### src/rtl/bal_pkg.sv
// constants, operation codes and register map of the byte arithmetic/logic datapath
// assumes a single core clock and an apb master reaching the registers
//
// What this block does
// - sum and sum-with-carry, one cycle, five flags
// - wide pair sum with constant, two cycles
// - register and constant difference, one cycle
// - register difference minus carry, one cycle
// - constant difference minus carry, one cycle
// - wide pair difference with constant, two cycles
// - conjunction touches only zero, negative, overflow
// - disjunctions touch only zero, negative, overflow
// - mask set equals disjunction with constant
// - mask clear conjoins with all-ones minus constant
// - flagged bits clear on write of one
// - io bit ops rewrite whole register
// - io bit ops reach addresses 0x00-0x1F only
package bal_pkg;

	// ****************************************
	// register map (byte addresses)
	// ****************************************
	localparam int          APB_AW       = 12;
	localparam logic [11:0] OFS_CMD      = 12'h000;
	localparam logic [11:0] OFS_DEST     = 12'h004;
	localparam logic [11:0] OFS_SRC      = 12'h008;
	localparam logic [11:0] OFS_HIGH     = 12'h00C;
	localparam logic [11:0] OFS_FLAGS    = 12'h010;
	localparam logic [11:0] OFS_STATUS   = 12'h014;
	localparam logic [11:0] OFS_IO_SEL   = 12'h018;
	localparam logic [11:0] OFS_IO_DATA  = 12'h01C;

	// ****************************************
	// field positions and reset values
	// ****************************************
	localparam int          FLG_C        = 0;
	localparam int          FLG_Z        = 1;
	localparam int          FLG_N        = 2;
	localparam int          FLG_V        = 3;
	localparam int          FLG_S        = 4;
	localparam int          FLG_H        = 5;
	localparam int          ST_BUSY      = 0;
	localparam int          ST_RANGE_ERR = 1;
	localparam int          IOS_BIT_LSB  = 8;
	localparam logic [7:0]  FLAGS_RST    = 8'h00;
	localparam logic [7:0]  BYTE_RST     = 8'h00;
	localparam logic [7:0]  ALL_ONES     = 8'hFF;
	localparam logic [5:0]  IO_BIT_MAX   = 6'h1F;
	localparam logic [4:0]  IO_FLAG_ADDR = 5'h0E;
	localparam logic [7:0]  IO_W1C_MASK  = 8'hC0;

	// ****************************************
	// operation codes and sequencer states
	// ****************************************
	typedef enum logic [4:0] {
		OP_SUM            = 5'h00,
		OP_SUM_CARRY      = 5'h01,
		OP_WIDE_SUM_IMM   = 5'h02,
		OP_DIFF_PAIR      = 5'h03,
		OP_DIFF_IMM       = 5'h04,
		OP_DIFF_BORROW    = 5'h05,
		OP_DIFF_BORROW_IM = 5'h06,
		OP_WIDE_DIFF_IMM  = 5'h07,
		OP_CONJ_PAIR      = 5'h08,
		OP_CONJ_IMM       = 5'h09,
		OP_DISJ_PAIR      = 5'h0A,
		OP_DISJ_IMM       = 5'h0B,
		OP_EXCL_PAIR      = 5'h0C,
		OP_MASK_SET       = 5'h0D,
		OP_MASK_CLEAR     = 5'h0E,
		OP_IO_BIT_SET     = 5'h0F,
		OP_IO_BIT_CLEAR   = 5'h10
	} bal_op_type;

	typedef enum logic [1:0] {
		ST_IDLE,
		ST_EXEC,
		ST_WIDE_HI
	} bal_state_type;

endpackage

### src/rtl/bal_core.sv
// byte arithmetic/logic datapath with apb register access and a small io space
// assumes apb master on sys_clk; io_event is synchronous to sys_clk
module bal_core #(
	parameter int IO_DEPTH = 32
) (
	input  wire logic                       sys_clk,
	input  wire logic                       rstn,
	input  wire logic                       psel,
	input  wire logic                       penable,
	input  wire logic                       pwrite,
	input  wire logic [bal_pkg::APB_AW-1:0] paddr,
	input  wire logic [31:0]                pwdata,
	output wire logic [31:0]                prdata,
	output wire logic                       pready,
	output wire logic                       pslverr,
	input  wire logic [7:0]                 io_event,
	output wire logic                       busy
);
	import bal_pkg::*;

	// ****************************************
	// helper functions
	// ****************************************

	// byte sum or difference, returns {carry, half, overflow, result}
	function automatic logic [10:0] arith8(input logic [7:0] a, input logic [7:0] b,
	                                       input logic cin, input logic sub);
		logic [8:0] s;
		logic       h;
		logic       v;
		s = sub ? (9'({1'b0, a}) - 9'({1'b0, b}) - 9'(cin)) : (9'(a) + 9'(b) + 9'(cin));
		if (sub) begin
			h = (~a[3] & b[3]) | (b[3] & s[3]) | (s[3] & ~a[3]);
			v = (a[7] & ~b[7] & ~s[7]) | (~a[7] & b[7] & s[7]);
		end else begin
			h = (a[3] & b[3]) | (b[3] & ~s[3]) | (~s[3] & a[3]);
			v = (a[7] & b[7] & ~s[7]) | (~a[7] & ~b[7] & s[7]);
		end
		return {s[8], h, v, s[7:0]};
	endfunction

	// store into an io register: flagged bits clear on one, others take the value
	function automatic logic [7:0] io_store(input logic [7:0] old, input logic [7:0] val,
	                                        input logic [7:0] w1c);
		return (val & ~w1c) | (old & w1c & ~val);
	endfunction

	// ****************************************
	// state and registers
	// ****************************************
	bal_state_type   state_q;
	bal_state_type   state_d;
	bal_op_type      op_q;
	logic [7:0]      dest_q;
	logic [7:0]      src_q;
	logic [7:0]      high_q;
	logic [7:0]      flags_q;
	logic [10:0]     io_sel_q;
	logic            wcarry_q;
	logic            range_err_q;
	logic            busy_q;
	logic            pready_q;
	logic            pslverr_q;
	logic [31:0]     prdata_q;
	logic [7:0]      io_mem_q [IO_DEPTH];

	logic            access;
	logic            wr_en;
	logic            wr_idle;
	logic            addr_ok;
	logic [10:0]     alu_arith;
	logic [7:0]      alu_res;
	logic [7:0]      alu_flags;
	logic            alu_wr;
	logic [8:0]      hi_sum;
	logic [15:0]     wide_res;
	logic [7:0]      wide_flags;
	logic [4:0]      io_addr;
	logic [7:0]      io_bitmask;
	logic [7:0]      io_old;
	logic            io_op;
	logic            io_in_range;
	logic            io_wr_en;
	logic [4:0]      io_wr_addr;
	logic [7:0]      io_wr_val;
	logic [7:0]      io_flag_next;

	assign prdata  = prdata_q;
	assign pready  = pready_q;
	assign pslverr = pslverr_q;
	assign busy    = busy_q;

	// ****************************************
	// apb slave
	// ****************************************

	// write lands at the edge that samples pready high
	assign access  = psel & penable;
	assign wr_en   = access & pready_q & pwrite;
	assign wr_idle = wr_en & (state_q == ST_IDLE);
	assign addr_ok = (paddr[1:0] == 2'h0) && (paddr <= OFS_IO_DATA);

	// one wait state, then answer with data and error
	always_ff @(posedge sys_clk or negedge rstn) begin
		if (!rstn) begin
			pready_q  <= 1'b0;
			pslverr_q <= 1'b0;
			prdata_q  <= 32'h00000000;
		end else begin
			pready_q  <= access & ~pready_q;
			pslverr_q <= access & ~pready_q & ~addr_ok;
			if (access && !pready_q && !pwrite) begin
				case (paddr)
					OFS_CMD:     prdata_q <= {27'h0000000, op_q};
					OFS_DEST:    prdata_q <= {24'h000000, dest_q};
					OFS_SRC:     prdata_q <= {24'h000000, src_q};
					OFS_HIGH:    prdata_q <= {24'h000000, high_q};
					OFS_FLAGS:   prdata_q <= {24'h000000, flags_q};
					OFS_STATUS:  prdata_q <= {30'h00000000, range_err_q, busy_q};
					OFS_IO_SEL:  prdata_q <= {21'h000000, io_sel_q};
					OFS_IO_DATA: prdata_q <= {24'h000000, io_old};
					default:     prdata_q <= 32'h00000000;
				endcase
			end else begin
				prdata_q <= 32'h00000000;
			end
		end
	end

	// ****************************************
	// sequencer
	// ****************************************
	always_comb begin
		state_d = state_q;
		case (state_q)
			ST_IDLE: begin
				if (wr_idle && paddr == OFS_CMD) begin
					state_d = ST_EXEC;
				end
			end
			ST_EXEC: begin
				if (op_q == OP_WIDE_SUM_IMM || op_q == OP_WIDE_DIFF_IMM) begin
					state_d = ST_WIDE_HI;
				end else begin
					state_d = ST_IDLE;
				end
			end
			ST_WIDE_HI: state_d = ST_IDLE;
			default:    state_d = ST_IDLE;
		endcase
	end

	// state, busy and latched operation
	always_ff @(posedge sys_clk or negedge rstn) begin
		if (!rstn) begin
			state_q <= ST_IDLE;
			busy_q  <= 1'b0;
			op_q    <= OP_SUM;
		end else begin
			state_q <= state_d;
			busy_q  <= (state_d != ST_IDLE);
			if (wr_idle && paddr == OFS_CMD) begin
				op_q <= bal_op_type'(pwdata[4:0]);
			end
		end
	end

	// ****************************************
	// byte datapath
	// ****************************************
	always_comb begin
		alu_arith = 11'h000;
		alu_res   = dest_q;
		alu_flags = flags_q;
		alu_wr    = 1'b1;
		case (op_q)
			OP_SUM:            alu_arith = arith8(dest_q, src_q, 1'b0, 1'b0);
			OP_SUM_CARRY:      alu_arith = arith8(dest_q, src_q, flags_q[FLG_C], 1'b0);
			OP_DIFF_PAIR,
			OP_DIFF_IMM:       alu_arith = arith8(dest_q, src_q, 1'b0, 1'b1);
			OP_DIFF_BORROW:    alu_arith = arith8(dest_q, src_q, flags_q[FLG_C], 1'b1);
			OP_DIFF_BORROW_IM: alu_arith = arith8(dest_q, src_q, flags_q[FLG_C], 1'b1);
			OP_WIDE_SUM_IMM:   alu_arith = arith8(dest_q, src_q, 1'b0, 1'b0);
			OP_WIDE_DIFF_IMM:  alu_arith = arith8(dest_q, src_q, 1'b0, 1'b1);
			OP_CONJ_PAIR,
			OP_CONJ_IMM:       alu_res = dest_q & src_q;
			OP_DISJ_PAIR,
			OP_DISJ_IMM:       alu_res = dest_q | src_q;
			OP_EXCL_PAIR:      alu_res = dest_q ^ src_q;
			OP_MASK_SET:       alu_res = dest_q | src_q;
			OP_MASK_CLEAR:     alu_res = dest_q & (ALL_ONES - src_q);
			default:           alu_wr = 1'b0;
		endcase
		if (op_q <= OP_WIDE_DIFF_IMM) begin
			// arithmetic: carry, half, overflow, negative, zero; sign untouched
			alu_res          = alu_arith[7:0];
			alu_flags[FLG_C] = alu_arith[10];
			alu_flags[FLG_H] = alu_arith[9];
			alu_flags[FLG_V] = alu_arith[8];
			alu_flags[FLG_N] = alu_arith[7];
			alu_flags[FLG_Z] = (alu_arith[7:0] == 8'h00);
		end else if (alu_wr) begin
			// logic: overflow cleared, carry and half kept
			alu_flags[FLG_V] = 1'b0;
			alu_flags[FLG_N] = alu_res[7];
			alu_flags[FLG_Z] = (alu_res == 8'h00);
		end
	end

	// second step of the wide ops: high byte takes the low-byte carry
	assign hi_sum   = (op_q == OP_WIDE_DIFF_IMM) ? (9'(high_q) - 9'(wcarry_q)) : (9'(high_q) + 9'(wcarry_q));
	assign wide_res = {hi_sum[7:0], dest_q};

	always_comb begin
		wide_flags        = flags_q;
		wide_flags[FLG_Z] = (wide_res == 16'h0000);
		wide_flags[FLG_N] = wide_res[15];
		if (op_q == OP_WIDE_DIFF_IMM) begin
			wide_flags[FLG_V] = high_q[7] & ~wide_res[15];
			wide_flags[FLG_C] = wide_res[15] & ~high_q[7];
		end else begin
			wide_flags[FLG_V] = ~high_q[7] & wide_res[15];
			wide_flags[FLG_C] = ~wide_res[15] & high_q[7];
		end
		wide_flags[FLG_S] = wide_flags[FLG_N] ^ wide_flags[FLG_V];
	end

	// destination byte
	always_ff @(posedge sys_clk or negedge rstn) begin
		if (!rstn) begin
			dest_q <= BYTE_RST;
		end else if (state_q == ST_EXEC && alu_wr) begin
			dest_q <= alu_res;
		end else if (wr_idle && paddr == OFS_DEST) begin
			dest_q <= pwdata[7:0];
		end
	end

	// high byte of a wide pair
	always_ff @(posedge sys_clk or negedge rstn) begin
		if (!rstn) begin
			high_q <= BYTE_RST;
		end else if (state_q == ST_WIDE_HI) begin
			high_q <= hi_sum[7:0];
		end else if (wr_idle && paddr == OFS_HIGH) begin
			high_q <= pwdata[7:0];
		end
	end

	// low-byte carry kept between the two wide steps
	always_ff @(posedge sys_clk or negedge rstn) begin
		if (!rstn) begin
			wcarry_q <= 1'b0;
		end else if (state_q == ST_EXEC) begin
			wcarry_q <= alu_arith[10];
		end
	end

	// status flags
	always_ff @(posedge sys_clk or negedge rstn) begin
		if (!rstn) begin
			flags_q <= FLAGS_RST;
		end else if (state_q == ST_WIDE_HI) begin
			flags_q <= wide_flags;
		end else if (state_q == ST_EXEC && alu_wr && op_q != OP_WIDE_SUM_IMM && op_q != OP_WIDE_DIFF_IMM) begin
			flags_q <= alu_flags;
		end else if (wr_idle && paddr == OFS_FLAGS) begin
			flags_q <= pwdata[7:0];
		end
	end

	// source byte and io selector
	always_ff @(posedge sys_clk or negedge rstn) begin
		if (!rstn) begin
			src_q    <= BYTE_RST;
			io_sel_q <= 11'h000;
		end else begin
			if (wr_idle && paddr == OFS_SRC) begin
				src_q <= pwdata[7:0];
			end
			if (wr_idle && paddr == OFS_IO_SEL) begin
				io_sel_q <= pwdata[10:0];
			end
		end
	end

	// ****************************************
	// io space and bit instructions
	// ****************************************
	assign io_addr     = io_sel_q[4:0];
	assign io_bitmask  = 8'(8'h01 << io_sel_q[IOS_BIT_LSB +: 3]);
	assign io_old      = io_sel_q[5] ? 8'h00 : io_mem_q[io_addr];
	assign io_op       = (state_q == ST_EXEC) && (op_q == OP_IO_BIT_SET || op_q == OP_IO_BIT_CLEAR);
	assign io_in_range = (io_sel_q[5:0] <= IO_BIT_MAX);

	// whole-register rewrite of the old value with one bit changed
	always_comb begin
		io_wr_en   = 1'b0;
		io_wr_addr = io_addr;
		io_wr_val  = io_old;
		if (io_op && io_in_range) begin
			io_wr_en  = 1'b1;
			io_wr_val = (op_q == OP_IO_BIT_SET) ? (io_old | io_bitmask) : (io_old & ~io_bitmask);
		end else if (wr_idle && paddr == OFS_IO_DATA && !io_sel_q[5]) begin
			io_wr_en  = 1'b1;
			io_wr_val = pwdata[7:0];
		end
	end

	// next value of the flagged io register; events are or-ed in after any clear
	assign io_flag_next = ((io_wr_en && io_wr_addr == IO_FLAG_ADDR)
	                    ? io_store(io_mem_q[IO_FLAG_ADDR], io_wr_val, IO_W1C_MASK)
	                    : io_mem_q[IO_FLAG_ADDR]) | io_event;

	// io registers; a hardware event wins over a same-cycle clear
	always_ff @(posedge sys_clk or negedge rstn) begin
		if (!rstn) begin
			for (int i = 0; i < IO_DEPTH; i++) begin
				io_mem_q[i] <= BYTE_RST;
			end
		end else begin
			for (int i = 0; i < IO_DEPTH; i++) begin
				if (io_wr_en && io_wr_addr == 5'(i)) begin
					io_mem_q[i] <= io_store(io_mem_q[i], io_wr_val,
					                        (5'(i) == IO_FLAG_ADDR) ? IO_W1C_MASK : 8'h00);
				end
				if (5'(i) == IO_FLAG_ADDR) begin
					io_mem_q[i][7:6] <= io_flag_next[7:6];
				end
			end
		end
	end

	// sticky out-of-range error, cleared by writing one
	always_ff @(posedge sys_clk or negedge rstn) begin
		if (!rstn) begin
			range_err_q <= 1'b0;
		end else if (io_op && !io_in_range) begin
			range_err_q <= 1'b1;
		end else if (wr_idle && paddr == OFS_STATUS && pwdata[ST_RANGE_ERR]) begin
			range_err_q <= 1'b0;
		end
	end
endmodule

### config.mk
export PLATFORM = sky130hd
export DESIGN_NAME = bal_core
export DESIGN_NICKNAME = d
export VERILOG_FILES = /design/src/rtl/bal_pkg.sv /design/src/rtl/bal_core.sv
export SDC_FILE = /design/constraint.sdc
export NUM_CORES = 1
export LEC_CHECK = 0
export ABC_AREA = 0
export BUFFER_PORTS_ARGS = -buffer_cell sky130_fd_sc_hd__buf_2
export CORE_AREA = 3 3 176 212
export CTS_CLUSTER_DIAMETER = 150
export CTS_CLUSTER_SIZE = 12
export DETAILED_ROUTE_END_ITERATION = 10
export DIE_AREA = 0 0 179 215
export PLACE_DENSITY = 0.67
export RECOVER_POWER = 25
export SYNTH_ARGS = -nofsm -noshare
export SYNTH_HDL_FRONTEND = slang
export SYNTH_SLANG_ARGS = --single-unit
### constraint.sdc
create_clock -name sys_clk -period 8.44 [get_ports sys_clk]
set_input_delay 0.844 -clock sys_clk [delete_from_list [all_inputs] [get_ports sys_clk]]
set_output_delay 0.844 -clock sys_clk [all_outputs]
set_load 0.03 [all_outputs]
# Word-level counts from Yosys, hierarchy flattened
# Cells that the tools add are included.
# Widths: inputs -> output; s select.
[word_totals] ff_bits=343 latchBits=0 ram_bits=0 mem_bits_ro=0 input_bits=57 word_cells=311 n_memories=0
[classes] add_sub_neg=7 mul=0 n_div=0 n_lt_le_gt_ge=4 eq_ne=62 n_shift=1 n_mux=35 n_bitwise=70 n_reduce_logical=83
[op_table] cell="$mux 8" count=13
[op_table] cell="$pmux 11 s8" count=1
[op_table] cell="$eq 5x5->1 const B" count=17
[op_table] cell="$eq 5x4->1 const B" count=16
[op_table] cell="$logic_and 1x1->1" count=51
[op_table] cell="$eq 12x5->1 const B" count=4
[op_table] cell="$pmux 11 s4" count=1
[op_table] cell="$bmux 8 s5" count=1
[op_table] cell="$eq 5x3->1 const B" count=8
[op_table] cell="$and 8x8->8" count=4
[op_table] cell="$pmux 8 s4" count=1
[op_table] cell="$and 1x1->1" count=30
[op_table] cell="$eq 12x4->1 const B" count=2
[op_table] cell="$or 8x8->8" count=3
[op_table] cell="$eq 5x2->1 const B" count=4
[op_table] cell="$logic_not 16->1" count=1
[op_table] cell="$logic_not 8->1" count=2
[op_table] cell="$not 8->8" count=2
[op_table] cell="$not 1->1" count=15
[op_table] cell="$reduce_or 15->1" count=1
[op_table] cell="$eq 12x3->1 const B" count=1
[op_table] cell="$le 12x5->1 const B" count=1
[op_table] cell="$logic_not 12->1" count=1
[op_table] cell="$mux 6" count=2
[op_table] cell="other kinds (40)" count=80

# Longest topological paths before layout
[depth] word_depth=13 mapped_depth=14 depth_no_buf=12

# Worst setup path after synthesis
# OpenSTA, ideal clock, no wires.
[synth_path] path_type="flip-flop to flip-flop" start="register op_q[4]" end="register flags_q[1]" setup_ns=0.094 arrival_ns=3.490 t_required_ns=8.346 slack_ns=4.856 stages_incl_launch_ff=14 path_cell_list="dfrtp_1 > clkbuf_1 > or2_2 > clkbuf_1 > o21ai_0 > ha_1 > nor2b_1 > o2111ai_1 > nand3_1 > o41ai_1 > xnor2_1 > a2111oi_0 > a31oi_1 > a211oi_1"
[synth_between] elab_chain_len=8 elab_cells_between_ends=41 classes_between="1 x order compare; 17 x eq/ne; 8 x mux; 15 x reduce/logical"
[synth_rtl] item="start: declaration" line="bal_core.sv:53" rtl="bal_op_type op_q;"
[synth_rtl] item="start signal: assignment" line="bal_core.sv:163" rtl="op_q <= bal_op_type'(pwdata[4:0]);"
[synth_rtl] item="$eq 5x4->1, or another cell as far along" line="bal_core.sv:176" rtl="case (op_q)"
[synth_rtl] item="$reduce_or 3->1 (no line), or another cell as far along"
[synth_rtl] item="$pmux 8 s4 / $mux 1 (equally long branches)" line="bal_core.sv:176"
[synth_rtl] item="$logic_not 8->1 / $logic_and 1x1->1 (equally long branches)" line="bal_core.sv:206, bal_core.sv:265"
[synth_rtl] item="$mux 3 / $logic_and 1x1->1 (equally long branches)" line="bal_core.sv:202, bal_core.sv:265"
[synth_rtl] item="$mux 3 / $logic_and 1x1->1 (equally long branches)" line="bal_core.sv:194, bal_core.sv:265"
[synth_rtl] item="$mux 6, or another cell as far along" line="bal_core.sv:265" rtl="end else if (state_q == ST_EXEC && alu_wr && op_q != OP_WIDE_SUM_IMM && op_q != OP_WIDE_DIFF_IMM) begin"
[synth_rtl] item="$mux 5 / $reduce_and 2->1 (equally long branches)"
[synth_rtl] item="end signal: assignment" line="bal_core.sv:264" rtl="flags_q <= wide_flags;"
[synth_rtl] item="end signal: assignment" line="bal_core.sv:266" rtl="flags_q <= alu_flags;"
[synth_rtl] item="end signal: assignment" line="bal_core.sv:268" rtl="flags_q <= pwdata[7:0];"
[synth_rtl] item="end: declaration" line="bal_core.sv:57" rtl="logic [7:0] flags_q;"
# Several ways; a longest one is shown, not always the timed one. The select of a mux whose other input is x is not followed.
# A chain may end at the register's enable or synchronous reset.

==> results.cfg <==
[run_status]
outcome = finished, violations left
failed_checks = capacitance limit, slew limit

[run]
maxCapViolCount = 2

[floorplan]
fp.dieW_um = 179
design.core.area_um2 = 35200
initial_utilization = 0.501
standard_cell_rows = 75
number_of_top_level_pins = 92
die_ar_um2 = 38500
die_height_um = 215

[grt]
grt.overflow.total = 0
antenna_found_initial = 0
maximum_number_of_pins_on_one_net_before_global_route_repair = 85
grt_usage = 0.236
grt_pass1_vias = 12308
grt_first_pass_wirelength_um = 71300

[cts]
post-cts-setup-buffers = 0
insertion_delay_ps = 570
tritoncts_num_sinks = 322
clk_root_buffer_cell = sky130_fd_sc_hd__clkbuf_16
hold_bufs_at_cts = 0
postCtsResizedCells = 0
cts.clk_slew.worst_paths_ps = 60
cts_made_buffers = 30
htree_levels = 1
cts.path.max_buffers = 3
cts_tree = yes

[sta]
fin_hold_ws_ps = 464
layout_worst_path_cycle_share = 0.663
drv_slew = 163
unrepaired_setup_endpoints_after_global_routing = false
timing.setup.tns_ps = 0
worst_slew_pin_slew_ps = 4620
timing.final.hold_violations = 0
layout_min_cycle_time_ps = 5600
max-slew-margin-rel = -2.08
timing.fmax_mhz = 179
skew_ps = 20.6
final-setup-viol-count = 0

[layout]
final_common_cell = sky130_fd_sc_hd__dfrtp_1
layout.cells.most_common_list = 320 x sky130_fd_sc_hd__dfrtp_1, 270 x sky130_fd_sc_hd__mux2_2, 80 x sky130_fd_sc_hd__mux4_2
area_delta_synth_final_pct = 7.38
num_antenna_cells = 0
finalNonFillerCells = 1894
nNetsFinal = 1530
post_route_cells_drive_above_1_share = 0.334

[placed_design]
dp_cells = 1860
dp_wirelength_um = 31200
gp_congestion = 0.947
portBuffers = 43

[power]
power.ir.vdd_worst_mv = 0.120
static-leakage-power_nw = 8.55
power-per-cell-area_nw_per_um2 = 148
finalPower_mw = 2.80

[route]
vias_per_cell = 6.31
route.detailed.drc = 0
via_count = 11944
detail_route.first_pass.iterations = 5
final_antenna_net_count = 0
avgRoutedWirePerCell_um = 23.7
initialDrtViolationCount = 956
routed_wl_um = 44900

[logic_synthesis]
number_of_warnings_issued_by_yosys = 0
synth_enable_flop_cells = 0
ys.flop_type = sky130_fd_sc_hd__dfrtp_1
mappedNetlistArea_um2 = 17600
syn_inst = 1424
synth_sequential_area_ratio = 0.457
synth-seq-cells = 322
synth.distinct_cells = 81
synth_area_per_cell_um2 = 12.4
asyncSetResetFlopFracSynth = 1.00

[worst_setup_path]
reg2reg_slack_ps = 3820
timing.critical_path.cells = clkbuf_1 > clkbuf_2
critical_path_capture_point_type = async pin
critPathLaunchType = input port
cp.arrival_ps = 5900
cpMaxStageDelayCell = sky130_fd_sc_hd__clkbuf_1
worstPathMaxFanout = 84
cp_num_buf_inv = 2
timing.critical_path.from = rstn
critPathKind = input port to async pin
worst_ep_required_ps = 8740
path_delay_family = buffers and inverters
crit-reg2reg-launch = op_q[1]
critical-path-max-stage-delay_ps = 3180

[hold_path]
worstHoldPathType = input port to flop
timing.hold.worst.start = io_event[7]
[synthesized netlist by cell type, types with 8 or more instances]
cell type,n,share of area
sky130_fd_sc_hd__or3_1,9,0.0032
sky130_fd_sc_hd__mux2i_1,11,0.0062
sky130_fd_sc_hd__a22oi_1,10,0.0043
sky130_fd_sc_hd__nand4_1,8,0.0028
sky130_fd_sc_hd__nand3_1,24,0.0068
sky130_fd_sc_hd__ha_1,38,0.027
sky130_fd_sc_hd__buf_4,23,0.0098
sky130_fd_sc_hd__nor2_1,75,0.016
sky130_fd_sc_hd__nand2b_1,23,0.0082
sky130_fd_sc_hd__a21oi_1,36,0.010
sky130_fd_sc_hd__mux2_2,270,0.17
sky130_fd_sc_hd__clkbuf_1,67,0.014
sky130_fd_sc_hd__a22o_1,11,0.0055
sky130_fd_sc_hd__dfrtp_1,322,0.46
sky130_fd_sc_hd__a211oi_1,9,0.0038
sky130_fd_sc_hd__inv_1,33,0.0070
sky130_fd_sc_hd__or2_2,9,0.0032
sky130_fd_sc_hd__a31oi_1,12,0.0043
sky130_fd_sc_hd__nor3b_1,8,0.0034
sky130_fd_sc_hd__nor2b_1,13,0.0046
sky130_fd_sc_hd__o22ai_1,8,0.0028
sky130_fd_sc_hd__and3_1,10,0.0035
sky130_fd_sc_hd__xnor2_1,14,0.0069
sky130_fd_sc_hd__nor3_1,22,0.0062
sky130_fd_sc_hd__nand2_1,72,0.015
sky130_fd_sc_hd__buf_2,12,0.0034
sky130_fd_sc_hd__o31ai_1,9,0.0038
sky130_fd_sc_hd__a221oi_1,16,0.0079
sky130_fd_sc_hd__mux4_2,80,0.10
sky130_fd_sc_hd__o21ai_0,34,0.0096
sky130_fd_sc_hd__nor4_1,11,0.0039
[registers in the layout, indices dropped and copies added, names as in the netlist, named ones only]
name,count
io_mem_q,250
io_sel_q,11
prdata,11
dest_q,8
flags_q,8
high_q,8
src_q,8
op_q,5
state_q,2
busy,1
pready,1
pslverr,1
range_err_q,1
wcarry_q,1
[power breakdown]
| part | total (mW) | switching [mW] | internal, mW |
|---|---|---|---|
| clock | 1.19 | 0.550 | 0.636 |
| combinational | 0.0654 | 0.0572 | 0.00820 |
| sequential | 1.55 | 0.000678 | 1.54 |
[cell type report]
class / count / area, µm²
fillers: 3052 / 16200
multi-input cells: 979 / 9030
flip-flops and latches: 322 / 8060
clock buffers: 33 / 772
well taps: 462 / 578
repair buffers: 64 / 360
inverters: 33 / 124
clock inverters: 1 / 16.3
[final timing paths]
path	end	cells after the start
max in group sys_clk	flags_q[1]	11
worst max-delay path	io_mem_q[41]	2
min in group asynchronous	high_q[6]	1
worst min register to register	flags_q[6]	2
worst min-delay path	io_mem_q[143]	2
worst max register to register	flags_q[1]	11
[logic make-up (layout without fill, tap and decap cells)]
| kind of cell | Yosys count | after routing | share of synthesized area |
|---|---|---|---|
| DFF | 322 | 322 | 0.457 |
| other | 1 | 21 | 0.000213 |
| buffers and inverters | 143 | 131 | 0.0370 |
| AOI/OAI and AO/OA | 215 | 215 | 0.0864 |
| adders and majority gates | 44 | 44 | 0.0332 |
| xor gates and xnor gates | 21 | 21 | 0.0104 |
| muxes | 362 | 362 | 0.281 |
| and+or+nand+nor | 316 | 316 | 0.0949 |
[stage by stage]
stage | util | area, µm² | worst slack (ps)
5_1_grt | 0.538 | 18900 | 1810
4_1_cts | 0.539 | 19000 | 3820
3_5_place_dp | 0.517 | 18200 | 3880
6_report | 0.538 | 18900 | 2840
2_1_floorplan | - | 17700 | 4860
3_3_place_gp | 0.517 | 18200 | 3930
[per-layer routing]
| metal | track usage | share of wire | vias up |
|---|---|---|---|
| met5 | 0 | 0 | - |
| met4 | 0.0850 | 0.042 | 0 |
| met3 | 0.0272 | 0.049 | 109 |
| met2 | 0.408 | 0.51 | 374 |
| met1 | 0.307 | 0.40 | 6171 |
| li1 | - | - | 5290 |
Power figures use the tool's default switching activity.
